### src/hdl/ilo_pkg.sv
// Package with constants and carrier types for the indexed literal offset address decoder.
package ilo_pkg;

  // ---------------------------------------------------------------------------
  // Widths and address map
  // ---------------------------------------------------------------------------
  localparam int DATA_ADDR_W = 12;
  localparam int FILE_W = 8;
  localparam int BANK_W = 4;
  localparam int BUS_ADDR_W = 8;
  localparam int BUS_DATA_W = 32;

  localparam logic [BUS_ADDR_W-1:0] CTRL_OFFSET = 8'h00;
  localparam logic [BUS_ADDR_W-1:0] STATUS_OFFSET = 8'h04;
  localparam int CTRL_EXT_BIT = 0;
  localparam logic CTRL_EXT_RESET = 1'b0;
  localparam int STATUS_INDEXED_BIT = 12;

  // Operands at or below this value are offsets when indexing is active.
  localparam logic [FILE_W-1:0] OFFSET_LIMIT = 8'h5f;
  // Upper part of the access bank (operands above 5Fh, 160 bytes) lies in the top bank.
  localparam logic [BANK_W-1:0] ACCESS_HIGH_BANK = 4'hf;
  localparam logic [BANK_W-1:0] ACCESS_LOW_BANK = 4'h0;

  // ---------------------------------------------------------------------------
  // Carriers
  // ---------------------------------------------------------------------------
  typedef struct packed {
    logic valid;
    logic mem_op;
    logic [FILE_W-1:0] file;
    logic access_sel;
    logic dest_sel;
    logic bit_op;
    logic [2:0] bit_num;
  } decode_req_t;

  typedef struct packed {
    logic valid;
    logic [DATA_ADDR_W-1:0] addr;
    logic indexed;
    logic dest_file;
    logic bit_op;
    logic [7:0] bit_mask;
  } decode_res_t;

  // True when an operand falls in the offset window.
  function automatic logic in_offset_window(input logic [FILE_W-1:0] file);
    return file <= OFFSET_LIMIT;
  endfunction

  // One-hot mask for a bit number.
  function automatic logic [7:0] bit_to_mask(input logic [2:0] num);
    return 8'h01 << num;
  endfunction

endpackage

### src/hdl/ilo_addr_calc.sv
// Combinational effective data address calculation for one operand.
`timescale 1ns/1ps
module ilo_addr_calc
  import ilo_pkg::*;
(
  input wire logic ext_en_i,
  input wire logic [ilo_pkg::FILE_W-1:0] file_i,
  input wire logic access_sel_i,
  input wire logic [ilo_pkg::DATA_ADDR_W-1:0] stack_frame_pointer_i,
  input wire logic [ilo_pkg::BANK_W-1:0] bank_select_register_i,
  output logic [ilo_pkg::DATA_ADDR_W-1:0] addr_o,
  output logic indexed_o
);

  always_comb begin
    indexed_o = ext_en_i && !access_sel_i && in_offset_window(file_i);
    if (access_sel_i) begin
      addr_o = {bank_select_register_i, file_i};
    end else if (indexed_o) begin
      // The sum wraps inside data space, as the pointer itself does.
      addr_o = DATA_ADDR_W'(stack_frame_pointer_i + {4'h0, file_i});
    end else if (in_offset_window(file_i)) begin
      addr_o = {ACCESS_LOW_BANK, file_i};
    end else begin
      addr_o = {ACCESS_HIGH_BANK, file_i};
    end
  end

endmodule // ilo_addr_calc

### src/hdl/ilo_decoder.sv
// Operand address decoder for the indexed literal offset addressing mode.
//
// Function
// - Extension enable also turns on indexed addressing.
// - Disabled: access bank or banked literal address.
// - Enabled, access, operand <=5Fh: pointer plus offset.
// - Operands above 5Fh keep access bank meaning.
// - All byte and bit operand instructions remap.
// - Pointer zero maps like ordinary access bank.
// - Destination select keeps its standard role.
// - Indexed bit set targets pointer plus offset, one cycle.
//
// The implementer's own choices: the register addresses and the address-and-strobe port.
`timescale 1ns/1ps
module ilo_decoder
  import ilo_pkg::*;
(
  input wire logic clk_i,
  input wire logic rst_i,
  input wire logic [ilo_pkg::BUS_ADDR_W-1:0] bus_addr_i,
  input wire logic [ilo_pkg::BUS_DATA_W-1:0] bus_wdata_i,
  input wire logic bus_wr_i,
  input wire logic bus_rd_i,
  output logic [ilo_pkg::BUS_DATA_W-1:0] bus_rdata_o,
  input wire ilo_pkg::decode_req_t req_i,
  input wire logic [ilo_pkg::DATA_ADDR_W-1:0] stack_frame_pointer_i,
  input wire logic [ilo_pkg::BANK_W-1:0] bank_select_register_i,
  output ilo_pkg::decode_res_t res_o,
  output logic ext_en_o
);

  // ---------------------------------------------------------------------------
  // State
  // ---------------------------------------------------------------------------
  typedef struct packed {
    logic ext_en;
    logic [BUS_DATA_W-1:0] rdata;
    decode_res_t res;
  } state_t;

  state_t state;
  state_t next_state;
  logic [DATA_ADDR_W-1:0] calc_addr;
  logic calc_indexed;

  // ---------------------------------------------------------------------------
  // Address arithmetic
  // ---------------------------------------------------------------------------
  // The adder is purely combinational so the operand read cycle already
  // carries the final address; indexed forms cost no extra cycle.
  ilo_addr_calc u_addr_calc (
    .ext_en_i(state.ext_en),
    .file_i(req_i.file),
    .access_sel_i(req_i.access_sel),
    .stack_frame_pointer_i(stack_frame_pointer_i),
    .bank_select_register_i(bank_select_register_i),
    .addr_o(calc_addr),
    .indexed_o(calc_indexed)
  );

  // ---------------------------------------------------------------------------
  // Next state
  // ---------------------------------------------------------------------------
  always_comb begin
    next_state = state;
    // Software owns the enable; it powers up clear so legacy code runs.
    if (bus_wr_i && bus_addr_i == CTRL_OFFSET) begin
      next_state.ext_en = bus_wdata_i[CTRL_EXT_BIT];
    end
    next_state.rdata = '0;
    if (bus_rd_i) begin
      case (bus_addr_i)
        CTRL_OFFSET: begin
          next_state.rdata[CTRL_EXT_BIT] = state.ext_en;
        end
        STATUS_OFFSET: begin
          next_state.rdata[DATA_ADDR_W-1:0] = state.res.addr;
          next_state.rdata[STATUS_INDEXED_BIT] = state.res.indexed;
        end
        default: begin
          next_state.rdata = '0;
        end
      endcase
    end
    // Every operand carrying the access select bit goes through the same path.
    next_state.res.valid = req_i.valid && req_i.mem_op;
    if (req_i.valid && req_i.mem_op) begin
      next_state.res.addr = calc_addr;
      next_state.res.indexed = calc_indexed;
      next_state.res.dest_file = req_i.dest_sel;
      next_state.res.bit_op = req_i.bit_op;
      next_state.res.bit_mask = req_i.bit_op ? bit_to_mask(req_i.bit_num) : 8'h00;
    end
  end

  always_ff @(posedge clk_i or posedge rst_i) begin
    if (rst_i) begin
      state <= '0;
      state.ext_en <= CTRL_EXT_RESET;
    end else begin
      state <= next_state;
    end
  end

  assign bus_rdata_o = state.rdata;
  assign res_o = state.res;
  assign ext_en_o = state.ext_en;

  // ---------------------------------------------------------------------------
  // Checks
  // ---------------------------------------------------------------------------
  logic req_mem;
  assign req_mem = req_i.valid && req_i.mem_op;

  ext_mode_a: assert property (@(posedge clk_i) disable iff (rst_i)
    (req_mem && state.ext_en && !req_i.access_sel && req_i.file <= OFFSET_LIMIT)
      |=> res_o.indexed)
    else $error("offset operand not indexed with extension on");

  literal_mode_a: assert property (@(posedge clk_i) disable iff (rst_i)
    (req_mem && !state.ext_en) |=> !res_o.indexed)
    else $error("indexed decode while extension off");

  banked_addr_a: assert property (@(posedge clk_i) disable iff (rst_i)
    (req_mem && req_i.access_sel)
      |=> res_o.addr == {$past(bank_select_register_i), $past(req_i.file)})
    else $error("banked address wrong");

  high_access_a: assert property (@(posedge clk_i) disable iff (rst_i)
    (req_mem && !req_i.access_sel && req_i.file > OFFSET_LIMIT)
      |=> (res_o.addr == {4'hf, $past(req_i.file)}) && !res_o.indexed)
    else $error("high access operand remapped");

  index_sum_a: assert property (@(posedge clk_i) disable iff (rst_i)
    (req_mem && state.ext_en && !req_i.access_sel && req_i.file <= OFFSET_LIMIT)
      |=> res_o.addr == DATA_ADDR_W'($past(stack_frame_pointer_i) + $past(req_i.file)))
    else $error("indexed address is not pointer plus offset");

  zero_pointer_a: assert property (@(posedge clk_i) disable iff (rst_i)
    (req_mem && !req_i.access_sel && req_i.file <= OFFSET_LIMIT
      && stack_frame_pointer_i == 12'h000)
      |=> res_o.addr == {4'h0, $past(req_i.file)})
    else $error("zero pointer does not match access bank");

  dest_keep_a: assert property (@(posedge clk_i) disable iff (rst_i)
    req_mem |=> res_o.dest_file == $past(req_i.dest_sel))
    else $error("destination select altered");

  bit_mask_a: assert property (@(posedge clk_i) disable iff (rst_i)
    (req_mem && req_i.bit_op)
      |=> res_o.bit_op && res_o.bit_mask == (8'h01 << $past(req_i.bit_num)))
    else $error("bit set mask wrong");

  one_cycle_a: assert property (@(posedge clk_i) disable iff (rst_i)
    req_mem |=> res_o.valid ##1 (res_o.valid == $past(req_mem)))
    else $error("decode result not in one cycle");

  no_op_a: assert property (@(posedge clk_i) disable iff (rst_i)
    !req_mem |=> !res_o.valid)
    else $error("result without a memory operand request");

endmodule // ilo_decoder

### config.mk
export PLATFORM = sky130hd
export DESIGN_NAME = ilo_decoder
export DESIGN_NICKNAME = d
export VERILOG_FILES = /design/src/hdl/ilo_pkg.sv /design/src/hdl/ilo_addr_calc.sv /design/src/hdl/ilo_decoder.sv
export SDC_FILE = /design/constraint.sdc
export NUM_CORES = 1
export LEC_CHECK = 0
export BUFFER_PORTS_ARGS = -buffer_cell sky130_fd_sc_hd__buf_2
export CAP_MARGIN = 10
export CORE_UTILIZATION = 46
export CTS_BUF_LIST = sky130_fd_sc_hd__clkbuf_8 sky130_fd_sc_hd__clkbuf_16
export DETAILED_ROUTE_END_ITERATION = 12
export PLACE_DENSITY_LB_ADDON = 0.05
export SYNTH_ARGS = -nofsm -noshare
export SYNTH_HDL_FRONTEND = slang
export SYNTH_SLANG_ARGS = --single-unit
### constraint.sdc
create_clock -name clk_i -period 1.8 [get_ports clk_i]
set_input_delay 0.18 -clock clk_i [delete_from_list [all_inputs] [get_ports clk_i]]
set_output_delay 0.18 -clock clk_i [all_outputs]
set_load 0.02 [all_outputs]
==> reports/qor.csv <==
metric,value,unit
status,completed,
maxCapViolCount,0,
die_area,0.00484,mm^2
ff2ff_path_depth,5,
path_class,in2reg,
cts_buffer_depth,2,
detail_route.first_pass.iterations,3,
ys.warnings.count,0,
io_pins,133,
cts.sinks,38,
hold_path_class,in2async,
rsz0062_at_grt,no,
wire_per_inst,12.1,um
cts_max_level,2,
grt_pass1_wl,7490,um
worstSkewPairLatency,0.28,ns
vias,1748,
cp_max_fo,3,
fmax,0.622,GHz
cp-start-kind,primary input,
nFillCells,417,
die_h,69.5,um
critical_path_buf_inv_count,2,
vdd_drop_max,0.000273,V
path_delay_family,compound AO/OA/AOI/OAI gates,
hold_ws,0.00591,ns
maxSlewViolCount,0,
synthDistinctLibCells,45,
start_util,0.479,
synth_edf_count,0,
num-nets-final,397,
cts_buffers,5,
io_buffers,82,
core-area,0.00438,mm^2
post-route-min-period,1.61,ns
cp.required,2.02,ns
path_cells,buf_2 > ha_1 > inv_1 > fa_1 > nand2b_1 > a21oi_2 > o311ai_1 > and3b_1 > o31ai_1 > a22o_1,
cp_slowest_cell,fa_1,
globalRouteOverflowTotal,0,
setup_viol,0,
drc,0,
antenna_found_initial,0,
row_count,24,
netlist_area,0.00210,mm^2
layout-drive-gt1-share,0.351,
postCtsSetupBuffers,0,
cts_tree,built,
syn_to_final_growth,26.8,%
synth-seq-area-share,0.453,
ys_ff_latch,38,
cp_num_cells,10,
antenna_left,0,
die_width,69.5,um
routed_wl,4410,um
final_util,0.607,
postSynth.asyncResetShare,1.00,
clkTransAtPathRegs,0.07,ns
grt_max_degree,39,
cts_hold_buf,0,
gp_congestion,0.904,
dp_hpwl,3530,um
grt_pass1_vias,1643,
grt_usage,0.195,
diodes,0,
clock-root-buffer,clkbuf_8,
syn_inst,217,
via_per_inst,4.79,
finalCritPeriodShare,0.893,
ys.flop_type,dfrtp_1,
cellLeakagePower,1.46,nW
regArea,951,um^2
critPathMaxStageDelay,0.37,ns
hold_viol_final,0,
end_kind,flip-flop,
multi_input_area,0.00101,mm^2
drt_iter0_markers,83,
pwr_density_cell,751,mW/mm^2
skew,0.00358,ns
ctsResizeCount,0,
cp_data_arrival_time,1.83,ns
synth.avg_cell_area,9.67,um^2
[worst min-delay path: cells and delay by family]
| kind | cells | cell delay (ns) |
|---|---|---|
| buffers and inverters | 3 | 0.54 |
[flip-flops by register name, summed over array words and instances (netlist names)]
signal / flops
ext_en_o: 1
bus_rdata_o: 13
res_o: 24
[final cells by class]
| type | instances | share of cell area |
|---|---|---|
| Timing Repair Buffer | 95 | 0.191 |
| Clock buffer | 6 | 0.0310 |
| Multi-Input combinational cell | 164 | 0.381 |
| Sequential cell | 38 | 0.357 |
| Tap cell | 52 | 0.0245 |
| Clock inverter | 2 | 0.00329 |
| Inverter | 8 | 0.0113 |
[per-stage QoR]
stage / power (W) / setup TNS, ns / worst slack, ns / cells / cell area, um^2
after floorplan: 0.00128 / 0 / 0.0168 / 235 / 2170
after global placement: 0.00143 / -0.131 / -0.0743 / 357 / 2570
after detailed placement: 0.00144 / -0.227 / -0.106 / 357 / 2570
after CTS: 0.00201 / 0 / 0.184 / 365 / 2660
after global routing: 0.00211 / 0 / 0.0376 / 365 / 2660
final: 0.00200 / 0 / 0.193 / 365 / 2660
[power breakdown]
group          total, W  internal, W  leakage, nW  switching (W)
combinational  0.000481     0.000188        0.907       0.000293
clock          0.000575     0.000303       0.0524       0.000272
sequential     0.000941     0.000906        0.503      0.0000353
total           0.00200      0.00140         1.46       0.000600
[layer usage]
layer | global-route usage | routed length (um) | up-vias | share of wire
li1 | - | - | 896 | -
met1 | 0.275 | 2130 | 796 | 0.48
met2 | 0.300 | 2020 | 51 | 0.46
met3 | 0.0349 | 210 | 5 | 0.048
met4 | 0.0726 | 44 | 0 | 0.010
met5 | 0 | 0 | - | 0
[synthesized netlist by cell type, types with 5 or more instances]
library cell,instances,area share
o31ai_1,5,0.018
buf_4,19,0.068
o21ai_1,11,0.026
inv_1,6,0.011
o21ai_0,7,0.017
nor2_1,7,0.013
ha_1,8,0.048
a21oi_1,12,0.029
dfrtp_1,38,0.45
nand2_1,32,0.057
o21a_1,5,0.018
and2_1,14,0.042
[cell usage in the layout (no fill, tap or decap), types with 2 or more instances in the layout]
cell / n
buf_2: 82
dfrtp_1: 38
nand2_1: 32
conb_1: 19
and2_1: 14
buf_4: 13
a21oi_1: 11
o21ai_1: 11
ha_1: 8
nor2_1: 7
o21ai_0: 7
inv_1: 7
clkbuf_8: 6
o21a_1: 5
o31ai_1: 5
nand2b_1: 4
xnor2_1: 4
nand3_1: 4
xor2_1: 3
mux2i_1: 3
inv_2: 2
a21o_1: 2
a22oi_1: 2
nand3b_1: 2
[cells by family (layout without fill, tap and decap cells)]
family / after synthesis / after routing / share of synthesized area
multiplexers: 4 / 4 / 0.0197
flip-flops: 38 / 38 / 0.453
other: 1 / 19 / 0.00179
AO/OA/AOI/OAI: 52 / 52 / 0.157
AND/OR/NAND/NOR: 73 / 73 / 0.185
XOR/XNOR: 7 / 7 / 0.0292
adder cells (fa/ha/maj): 9 / 9 / 0.0572
buffers and inverters: 33 / 111 / 0.0972
[worst paths after layout]
kind | from | slack, ns | end
worst min-delay path | rst_i | 0.006 | res_o[7]$_DFFE_PP0P_
min in group clk_i | req_i[4] | 0.10 | res_o[9]$_DFFE_PP0P_
max in group asynchronous | rst_i | 1.47 | bus_rdata_o[8]$_DFF_PP0_
worst max-delay path | req_i[6] | 0.19 | res_o[19]$_DFFE_PP0P_
worst max register to register | ext_en_o$_DFFE_PP0P_ | 0.66 | res_o[15]$_DFFE_PP0P_
worst min register to register | res_o[0]$_DFFE_PP0P_ | 0.48 | res_o[0]$_DFFE_PP0P_
(Power assumes the default switching activity.)
